<file path="src/rtl/lsd_pkg.sv">
// package: register map, field layout and constants of the low-side driver control block
package lsd_pkg;

  // bus geometry
  localparam int LSD_ADDR_W = 10;
  localparam int LSD_DATA_W = 8;

  // base addresses of the two access windows
  localparam logic [9:0] LSD_BASE_BLOCKING = 10'h200;
  localparam logic [9:0] LSD_BASE_NONBLOCKING = 10'h300;

  // register offsets
  localparam logic [9:0] LSD_OFF_CONTROL = 10'h030;
  localparam logic [9:0] LSD_OFF_STATUS = 10'h031;
  localparam logic [9:0] LSD_OFF_UNLOCK_KEY = 10'h032;

  // control register fields
  localparam int LSD_CTL_OVERTEMP_IRQ_ENABLE = 7;
  localparam int LSD_CTL_DRIVER_TWO_CHANNEL_SELECT = 5;
  localparam int LSD_CTL_DRIVER_ONE_CHANNEL_SELECT = 4;
  localparam int LSD_CTL_DRIVER_TWO_MODULATION_ENABLE = 3;
  localparam int LSD_CTL_DRIVER_ONE_MODULATION_ENABLE = 2;
  localparam int LSD_CTL_DRIVER_TWO_ON = 1;
  localparam int LSD_CTL_DRIVER_ONE_ON = 0;
  localparam logic [7:0] LSD_CTL_WRITE_MASK = 8'hBF;
  localparam logic [7:0] LSD_CTL_ON_MASK = 8'h03;

  // status register fields
  localparam int LSD_STS_OVERTEMP_PRESENT = 7;
  localparam int LSD_STS_DRIVER_TWO_CURRENT_LIMITED = 3;
  localparam int LSD_STS_DRIVER_ONE_CURRENT_LIMITED = 2;
  localparam int LSD_STS_DRIVER_TWO_OPEN_LOAD = 1;
  localparam int LSD_STS_DRIVER_ONE_OPEN_LOAD = 0;

  // unlock key field
  localparam int LSD_KEY_W = 4;
  localparam logic [3:0] LSD_KEY_VALUE = 4'h5;

  // reset values
  localparam logic [7:0] LSD_CONTROL_RESET = 8'h00;
  localparam logic [3:0] LSD_KEY_RESET = 4'h0;
  localparam logic [7:0] LSD_RDATA_RESET = 8'h00;

endpackage

</file>
<file path="src/rtl/lsd_control.sv">
// file: register bank and protection logic of the two low-side relay drivers
//
// Contract
// - drivers off outside Normal mode
// - control 0x30, status 0x31, key 0x32
// - decode at blocking and non-blocking bases
// - control bit 7 gates overtemp interrupt
// - control bits 5,4 select PWM channel
// - control bits 3,2 enable modulation
// - on bits act only after key written
// - status bit 7 overtemp; drivers held off
// - status read clears overtemp interrupt flag
// - status bits 3,2 report current limitation
// - status bits 1,0 report open load
// - no open load while driver off
// - only key 0x5 unlocks driver control
// - overvoltage clears on bits and unlock
// - control write re-enables after overtemp gone
`timescale 1ns/10ps
module lsd_control
  import lsd_pkg::*;
#(
  parameter int ADDR_W = LSD_ADDR_W,
  parameter int DRIVERS = 2
) (
  // clock, reset, enable
  input wire logic i_clk,
  input wire logic i_arst_n,
  input wire logic i_clk_en,
  // die-to-die register port
  input wire logic [ADDR_W-1:0] i_bus_addr,
  input wire logic i_bus_wr,
  input wire logic i_bus_rd,
  input wire logic [LSD_DATA_W-1:0] i_bus_wdata,
  output logic [LSD_DATA_W-1:0] o_bus_rdata,
  output logic o_bus_ack,
  // device mode and analog conditions
  input wire logic i_normal_mode,
  input wire logic i_overtemp,
  input wire logic i_regulator_overvoltage,
  input wire logic [DRIVERS-1:0] i_current_limited,
  input wire logic [DRIVERS-1:0] i_open_load,
  // modulation channels
  input wire logic [1:0] i_pwm,
  // driver outputs and interrupt request
  output logic [DRIVERS-1:0] o_driver_on,
  output logic o_overtemp_irq
);

  ////////////////////////////////////////////////////////////////////////////////
  // state

  typedef struct packed {
    logic [7:0] control;
    logic [3:0] key;
    logic unlocked;
    logic ot_shutdown;
    logic ot_flag;
    logic ot_prev;
    logic [DRIVERS-1:0] drive;
    logic [7:0] rdata;
    logic ack;
    logic irq;
  } lsd_state_s;

  lsd_state_s state_reg;
  lsd_state_s state_next;

  ////////////////////////////////////////////////////////////////////////////////
  // address decode

  logic [ADDR_W-1:0] rel_blocking;
  logic [ADDR_W-1:0] rel_nonblocking;
  logic [ADDR_W-1:0] rel_addr;
  logic hit_control;
  logic hit_status;
  logic hit_key;

  always_comb begin
    rel_blocking = i_bus_addr - ADDR_W'(LSD_BASE_BLOCKING);
    rel_nonblocking = i_bus_addr - ADDR_W'(LSD_BASE_NONBLOCKING);
    if (i_bus_addr >= ADDR_W'(LSD_BASE_NONBLOCKING)) begin
      rel_addr = rel_nonblocking;
    end else if (i_bus_addr >= ADDR_W'(LSD_BASE_BLOCKING)) begin
      rel_addr = rel_blocking;
    end else begin
      rel_addr = '1;
    end
    hit_control = (rel_addr == ADDR_W'(LSD_OFF_CONTROL));
    hit_status = (rel_addr == ADDR_W'(LSD_OFF_STATUS));
    hit_key = (rel_addr == ADDR_W'(LSD_OFF_UNLOCK_KEY));
  end

  ////////////////////////////////////////////////////////////////////////////////
  // driver gating

  logic allow;
  logic [DRIVERS-1:0] drive_comb;
  logic [7:0] status_value;
  logic [DRIVERS-1:0] open_load_seen;

  // overtemp blocks directly as well as via the latch, so the first hot cycle is covered
  assign allow = i_normal_mode & state_reg.unlocked & ~state_reg.ot_shutdown
    & ~i_overtemp;

  genvar gi;
  generate
    for (gi = 0; gi < DRIVERS; gi++) begin : g_drv
      lsd_driver_gate #(
        .CHANNELS(2)
      ) u_gate (
        .i_on(state_reg.control[LSD_CTL_DRIVER_ONE_ON + gi]),
        .i_mod_enable(state_reg.control[LSD_CTL_DRIVER_ONE_MODULATION_ENABLE + gi]),
        .i_channel_select(state_reg.control[LSD_CTL_DRIVER_ONE_CHANNEL_SELECT + gi]),
        .i_pwm(i_pwm),
        .i_allow(allow),
        .o_drive(drive_comb[gi])
      );
    end
  endgenerate

  ////////////////////////////////////////////////////////////////////////////////
  // status value

  // open load only counts while the driver is actually conducting
  assign open_load_seen = i_open_load & state_reg.drive;

  always_comb begin
    status_value = 8'h00;
    status_value[LSD_STS_OVERTEMP_PRESENT] = i_overtemp;
    status_value[LSD_STS_DRIVER_TWO_CURRENT_LIMITED] = i_current_limited[1];
    status_value[LSD_STS_DRIVER_ONE_CURRENT_LIMITED] = i_current_limited[0];
    status_value[LSD_STS_DRIVER_TWO_OPEN_LOAD] = open_load_seen[1];
    status_value[LSD_STS_DRIVER_ONE_OPEN_LOAD] = open_load_seen[0];
  end

  ////////////////////////////////////////////////////////////////////////////////
  // next state

  logic wr_control;
  logic wr_key;
  logic rd_status;
  logic ot_rise;

  always_comb begin
    wr_control = i_bus_wr & hit_control;
    wr_key = i_bus_wr & hit_key;
    rd_status = i_bus_rd & hit_status;
    ot_rise = i_overtemp & ~state_reg.ot_prev;
    state_next = state_reg;

    // control register
    if (wr_control) begin
      state_next.control = i_bus_wdata & LSD_CTL_WRITE_MASK;
    end
    if (i_regulator_overvoltage) begin
      state_next.control = state_next.control & ~LSD_CTL_ON_MASK;
    end

    // unlock key: any value other than the key relocks
    if (wr_key) begin
      state_next.key = i_bus_wdata[LSD_KEY_W-1:0];
      state_next.unlocked = (i_bus_wdata[LSD_KEY_W-1:0] == LSD_KEY_VALUE);
    end
    if (i_regulator_overvoltage) begin
      state_next.unlocked = 1'b0;
    end

    // overtemp shutdown latch, released only by a control write once cool
    if (wr_control && !i_overtemp) begin
      state_next.ot_shutdown = 1'b0;
    end
    if (i_overtemp) begin
      state_next.ot_shutdown = 1'b1;
    end

    // pending overtemp flag: a new event beats a simultaneous read
    state_next.ot_prev = i_overtemp;
    if (rd_status) begin
      state_next.ot_flag = 1'b0;
    end
    if (ot_rise) begin
      state_next.ot_flag = 1'b1;
    end
    state_next.irq = state_next.ot_flag
      & state_next.control[LSD_CTL_OVERTEMP_IRQ_ENABLE];

    // drive outputs
    state_next.drive = drive_comb;

    // read path, unmapped reads answer zero
    state_next.ack = i_bus_rd | i_bus_wr;
    if (i_bus_rd) begin
      if (hit_control) begin
        state_next.rdata = state_reg.control;
      end else if (hit_status) begin
        state_next.rdata = status_value;
      end else if (hit_key) begin
        state_next.rdata = {4'h0, state_reg.key};
      end else begin
        state_next.rdata = LSD_RDATA_RESET;
      end
    end
  end

  ////////////////////////////////////////////////////////////////////////////////
  // registers

  always_ff @(posedge i_clk or negedge i_arst_n) begin
    if (!i_arst_n) begin
      state_reg.control <= LSD_CONTROL_RESET;
      state_reg.key <= LSD_KEY_RESET;
      state_reg.unlocked <= 1'b0;
      state_reg.ot_shutdown <= 1'b0;
      state_reg.ot_flag <= 1'b0;
      state_reg.ot_prev <= 1'b0;
      state_reg.drive <= '0;
      state_reg.rdata <= LSD_RDATA_RESET;
      state_reg.ack <= 1'b0;
      state_reg.irq <= 1'b0;
    end else if (i_clk_en) begin
      state_reg <= state_next;
    end
  end

  ////////////////////////////////////////////////////////////////////////////////
  // outputs

  assign o_driver_on = state_reg.drive;
  assign o_overtemp_irq = state_reg.irq;
  assign o_bus_rdata = state_reg.rdata;
  assign o_bus_ack = state_reg.ack;

endmodule

</file>
<file path="src/rtl/lsd_driver_gate.sv">
// file: gating of one low-side driver from its control bits and the modulation channels
`timescale 1ns/10ps
module lsd_driver_gate #(
  parameter int CHANNELS = 2
) (
  // control bits of this driver
  input wire logic i_on,
  input wire logic i_mod_enable,
  input wire logic i_channel_select,
  // modulation channels and global permission
  input wire logic [CHANNELS-1:0] i_pwm,
  input wire logic i_allow,
  // resulting drive level
  output logic o_drive
);

  logic modulation;

  always_comb begin
    modulation = i_mod_enable ? i_pwm[i_channel_select] : 1'b1;
    o_drive = i_allow & i_on & modulation;
  end

endmodule

</file>
<file path="config.mk">
export PLATFORM = sky130hd
export DESIGN_NAME = lsd_control
export DESIGN_NICKNAME = d
export VERILOG_FILES = /design/src/rtl/lsd_pkg.sv /design/src/rtl/lsd_control.sv /design/src/rtl/lsd_driver_gate.sv
export SDC_FILE = /design/constraint.sdc
export NUM_CORES = 1
export LEC_CHECK = 0
export ABC_AREA = 1
export ABC_CLOCK_PERIOD_IN_PS = 1600
export BUFFER_PORTS_ARGS = -buffer_cell sky130_fd_sc_hd__clkbuf_2
export CAP_MARGIN = 10
export CORE_ASPECT_RATIO = 0.75
export CORE_MARGIN = 4
export CORE_UTILIZATION = 55
export CTS_BUF_LIST = sky130_fd_sc_hd__clkbuf_4
export DETAILED_ROUTE_END_ITERATION = 12
export PLACE_DENSITY = 0.84
export SYNTH_ARGS = -nofsm -noshare
export SYNTH_HDL_FRONTEND = slang
export SYNTH_SLANG_ARGS = --single-unit
</file>
<file path="constraint.sdc">
create_clock -name i_clk -period 1.6 [get_ports i_clk]
set_input_delay 0.32 -clock i_clk [delete_from_list [all_inputs] [get_ports i_clk]]
set_output_delay 0.32 -clock i_clk [all_outputs]
set_load 0.02 [all_outputs]
</file>
Word level (Yosys, flattened, before mapping)
Index checks and enable logic that the tools add are counted.

Register bits: 28. Bits in latches: 0. Bits in writable memories: 0. Bits in read-only memories: 0. Input port bits: 32. Logic and storage cells: 67. Memories: 0.

$add $sub $neg: 2. $mul: 0. Divide/modulo/power cells: 0. Order comparisons: 4. Equality and inequality tests: 4. Shift-type cells: 0. Muxes and demuxes: 19. Bitwise gates (word level): 17. Reductions and logical operators: 10.

Operator list (number): $eq 10x6->1 const B (3); $mux 8 (3); $ge 10x10->1 const B (2); $mux 10 (2); $sub 10x10->10 const B (2); $and 1x1->1 (12); $mux 1 (12); $reduce_and 2->1 (5); $reduce_bool 2->1 (3); $eq 4x3->1 const B (1); $lt 1x2->1 const B (2); $mux 4 (1); $not 1->1 (3); $and 2x2->2 (1); $mux 2 (1); $logic_and 1x1->1 (1); $logic_not 1->1 (1); $or 1x1->1 (1).

Longest topological paths before layout
Depth after elaboration: 8. Depth in mapped cells: 13. Mapped depth without buffers: 13.

Modules after synthesis
A second synthesis with hierarchy kept.

Cells, all modules: 207. Area total of the unflattened synthesis: 1511.4 um^2.

Modules (own cells, without submodules): lsd_control (instances 1, cells an instance 191, area an instance 1448.9 um^2); lsd_driver_gate (instances 2, cells an instance 8, area an instance 31.3 um^2).

Worst setup path after synthesis
No wires, ideal clock.

Kind: input to register. From: in i_bus_addr[8]. To: reg state_reg, in the netlist o_bus_rdata[2]. Library setup time: 116 ps. Arrival time: 1414 ps. Required time: 1484 ps. Slack: 70 ps. Stages on the path: 13. Path buffers: 0. Cells stage by stage: inv_1 > ha_1 > nand2_1 > nand2_1 > nand2_1 > nor2_4 > nand2_4 > nor2_8 > nand2_1 > nand2_1 > inv_1 > nand2_1 > nand2_1.

Longest elaborated chain between the ends: 7.

Ends and longest elaborated chain: start: declaration (RTL line lsd_control.sv:31) `input wire logic [ADDR_W-1:0] i_bus_addr,`; $sub 10x10->10 or $ge 10x10->1 (tied branches) (RTL line lsd_control.sv:80, lsd_control.sv:84); $mux 10 (RTL line lsd_control.sv:84) `end else if (i_bus_addr >= ADDR_W'(LSD_BASE_BLOCKING)) begin`; $mux 10 * (RTL line lsd_control.sv:82) `if (i_bus_addr >= ADDR_W'(LSD_BASE_NONBLOCKING)) begin`; $eq 10x6->1 (RTL line lsd_control.sv:91) `hit_key = (rel_addr == ADDR_W'(LSD_OFF_UNLOCK_KEY));`; $mux 4 (RTL line lsd_control.sv:198) `end else if (hit_key) begin`; $mux 8 (RTL line lsd_control.sv:196) `end else if (hit_status) begin`; $mux 8 * (RTL line lsd_control.sv:194) `if (hit_control) begin`; end signal: assignment (RTL line lsd_control.sv:222) `state_reg <= state_next;`; end: declaration (RTL line lsd_control.sv:66) `lsd_state_s state_reg;`.

Mark *: on every way between the ends. The rest lies on a longest branch, timed or not. A chain may end at the register's enable or synchronous reset.

Worst setup path after layout
From: in i_bus_addr[8]. To: reg state_reg, in the netlist o_bus_rdata[1].

Same word-level chain as after synthesis.

==> results.md <==
Setup path:
- The signal on the critical path passes through clkbuf_2, inv_1, ha_1, nand2_1, nand2_1, nand2_1, buf_4, nor3_2, buf_4, nand3b_1, nand3_1, nand2_1, nand2_1.
- The worst register-to-register path ends at o_driver_on[1]$_DFFE_PN0P_.
- For the worst setup path, the data arrival time is approximately 1.7 ns.
- The required time at the endpoint of the critical path is roughly 1.9 ns.
- The path depth of the worst reg2reg path is 3.
- On the worst path, the slowest cell contributes a delay of roughly 0.26 ns.
- The cell at the slowest stage of the critical path is ha_1.
- In this run the worst path has a maximum fanout of 5.
- The critical register-to-register path startpoint is state_reg[14]$_DFFE_PN0P_.
- The cell occurring most often along the worst timing path is nand2_1.
- The setup slack of the most critical reg-to-reg path is ~0.59 ns.
- The nature of the critical path endpoint is a flop.
- The worst setup path is launched from an input pin.
- The critical path start-end classification is input pin to flop.

GRT:
- The wire length of the first global-routing pass is 5.29 mm.
- For this run the aggregate overflow at the end of global routing stands at 0.
- The number of antenna violations at the first check in global routing is 0.
- Entering global routing, the biggest net connects 27 pins.
- The via count of the first global-routing pass is about 1200.
- The total track usage is 18.1%.

Min path:
- The worst hold path begins at i_bus_wdata[5].
- The worst hold path was traced through 3 stages.
- In this run the worst hold path is classified as input pin to flop.
- For hold timing, the worst endpoint is state_reg[25]$_DFFE_PN0P_.

Synthesis:
- The share of the Yosys chip area taken by registers is 42.1%.
- The Yosys step of the flow raised 0 warnings.
- Averaged over all synthesized cells, the footprint is between 7 and 8 µm².
- Of all cell types, the one taking the most synthesized area is dfrtp_1.
- The top-area cell type share of the netlist area is between 40% and 50%.
- The commonest cells after synthesis are nand2_1, dfrtp_1, nand3_1.
- In the post-synthesis netlist, the biggest area contributors are dfrtp_1, nand2_1, nand3_1.
- Synthesis produced around 200 cells.
- The post-synthesis cell type count is 26.
- Synthesis inferred 26 register bits.
- The number of nets in the synthesized netlist is between 200 and 250.
- In this run, synthesis inferred 0 flip-flops with an integrated enable.
- The cell area after technology mapping is 1550 µm².
- The main flop type after synthesis is dfrtp_1.
- In the synthesized netlist the async set-or-reset flop fraction comes to between 90% and 100%.
- The most used standard cell by instance count after synthesis is nand2_1.

Place:
- In this run the tool buffered the top-level ports with 41 buffer cells.
- The congestion estimate from routability-driven global placement came to roughly 0.9.
- The area of placed instances is about 1800 µm².
- Including well taps, the total number of placed cells is roughly 270.
- The placed wire-length estimate is roughly 2.5 mm.

CTS:
- Clock-pin slew was measured on the worst setup and hold paths at about 0.14 ns.
- The clock network latency to the later pin of the worst-skew pair is 0.33 ns.
- TritonCTS built the clock tree.
- The cell chosen for the clock root is clkbuf_4.
- In this run the number of H-tree levels came out at 1.
- The sink count of the clock tree is 26.
- The CTS buffer count is 3.
- The maximum number of buffers from clock root to sink is 2.

Detailed routing:
- The overall routed net length is 3.07 mm.
- The routed length on met2 is between 1 and 1.5 mm.
- The count of TritonRoute iterations in the first routing pass is 4.
- The met1 wire length is roughly 1.5 mm.
- The routed wire length on met3 is between 200 and 250 µm.
- The uppermost signal routing layer after detailed routing is met4.
- The count of nets left with antenna violations after detail routing is 0.
- The average via count per standard cell is a little under 5.
- The number of vias after detailed routing is around 1400.
- The post-detailed-route wirelength per cell is approximately 11 µm.
- The first routing iteration left 52 violations.
- The detailed-route DRC error count is 0.

Floorplanning:
- The die is between 60 and 70 µm wide.
- The floorplan has 16 rows.
- The total area inside the core boundary comes to between 2000 and 3000 µm².
- The floorplan step defined a die boundary enclosing ~3700 µm².
- Measured along the y axis, the die boundary spans ~54 µm.
- The starting density of the core is approximately three fifths.
- For this design the top-level I/O count stands at 44.

Timing:
- The max-slew violation count is 0.
- The headroom to the max-slew limit is slightly below 60%.
- The worst path uses about nine tenths of the clock period.
- The slew at the pin with the worst max-slew slack is just over 0.6 ns.
- The clock skew is 0.00561 ns.
- Hold timing on the final database bottoms out at a slack of around 0.21 ns.
- Static timing analysis puts the maximum clock frequency at roughly 0.69 GHz.
- The count of final setup violators is 0.
- The count of endpoints failing hold in the final timing report came to 0.
- After layout, the minimum clock period comes to 1.44 ns.
- Setup repair after global routing left no endpoint under its margin.

Status:
- The run finished with clean final reports.

Flow run:
- Across the run, the number of max-cap violations was 0.

Power:
- After layout, the design draws a total of between 1000 and 1500 µW.
- In this run the static leakage power is 0.00104 µW.
- Power spread over the standard cell area amounts to 637 nW/µm².
- The highest ir drop seen on vdd is about 0.00034 V.

Finish:
- The register with the most flip-flops in the layout has 15 of them.
- The final design area excluding fillers is 1800 µm².
- The repair_antennas step left the layout with diodes totalling 0.
- For this run, the number of standard cells in the final layout without fillers is roughly 280.
- Cells with a size suffix above 1 make up just under 30% of the layout.
- The number of nets in the layout is about 280.
- The relative area change from synthesis to final layout is 16.8%.
[metrics by stage]
step	utilization [%]	setup slack, ns	TNS [ns]
after detailed placement	66.7	-0.176	-2.35
after global routing	68.3	0.0449	0
after CTS	68.1	0.175	0
final	68.3	0.157	0
after floorplan	-	0.0699	0
after global placement	66.7	-0.140	-1.53
[worst max-delay path, delay by kind of cell]
family	cells	cell delay, ns
simple gates	8	0.64
buf+inv	4	0.49
fa+ha+maj	1	0.26
[placed cells by master (no fill, tap or decap), drive strengths merged, types with 2 or more instances in the layout]
cell     n
nor3     4
buf      7
nand3   24
ha       2
nand3b   2
dfrtp   26
a21oi    4
inv     26
o21ai   12
clkbuf  44
nand2   78
nor2     8
[logic make-up after synthesis]
| group | synth area share [%] |
|---|---|
| and+or+nand+nor | 38.1 |
| buffers and inverters | 11.8 |
| DFF | 42.1 |
| AOI/OAI and AO/OA | 6.15 |
| adders and majority gates | 1.62 |
| other | 0.243 |
[layout make-up]
type                    instances  area, µm²
multi-input cells             138        717
inverters                      26       97.6
fillers                       248        838
well taps                      36       45.0
clock inverters                 1       3.75
repair buffers                 49        268
flip-flops and latches         26        651
clock buffers                   3       22.5
[power breakdown]
group | leakage, µW | internal [µW] | total [µW] | switching [µW]
combinational | 0.000682 | 67.6 | 179 | 111
clock | 0.0000154 | 91.7 | 286 | 194
sequential | 0.000347 | 675 | 685 | 9.89
total | 0.00104 | 835 | 1150 | 315
[routing by layer]
layer  global-route usage [%]  up-vias
met5                        0        -
met4                     4.87        0
met3                     5.22        5
met2                     30.1       35
met1                     23.5      609
li1                         -      707
[timing repair]
| action | CTS | global route |
|---|---|---|
| endpoints found under the setup margin | 0 | 1 |
| buffers inserted | 0 | 0 |
| hold buffers | 1 | 0 |
| endpoints found under the hold margin | 12 | 0 |
| gates resized for setup | 0 | 1 |
[worst max path at each step]
stage                             start                         end  cells after the start
after floorplan           i_bus_addr[8]  o_bus_rdata[2]$_DFFE_PN0P_                     13
after global placement    i_bus_addr[8]   state_reg[21]$_DFFE_PN0P_                     11
after detailed placement  i_bus_addr[8]   state_reg[21]$_DFFE_PN0P_                     11
after CTS                 i_bus_addr[8]  o_bus_rdata[1]$_DFFE_PN0P_                     13
after global routing      i_bus_addr[9]  o_bus_rdata[2]$_DFFE_PN0P_                     13
final                     i_bus_addr[8]  o_bus_rdata[1]$_DFFE_PN0P_                     13
(Power assumes the default switching activity.)
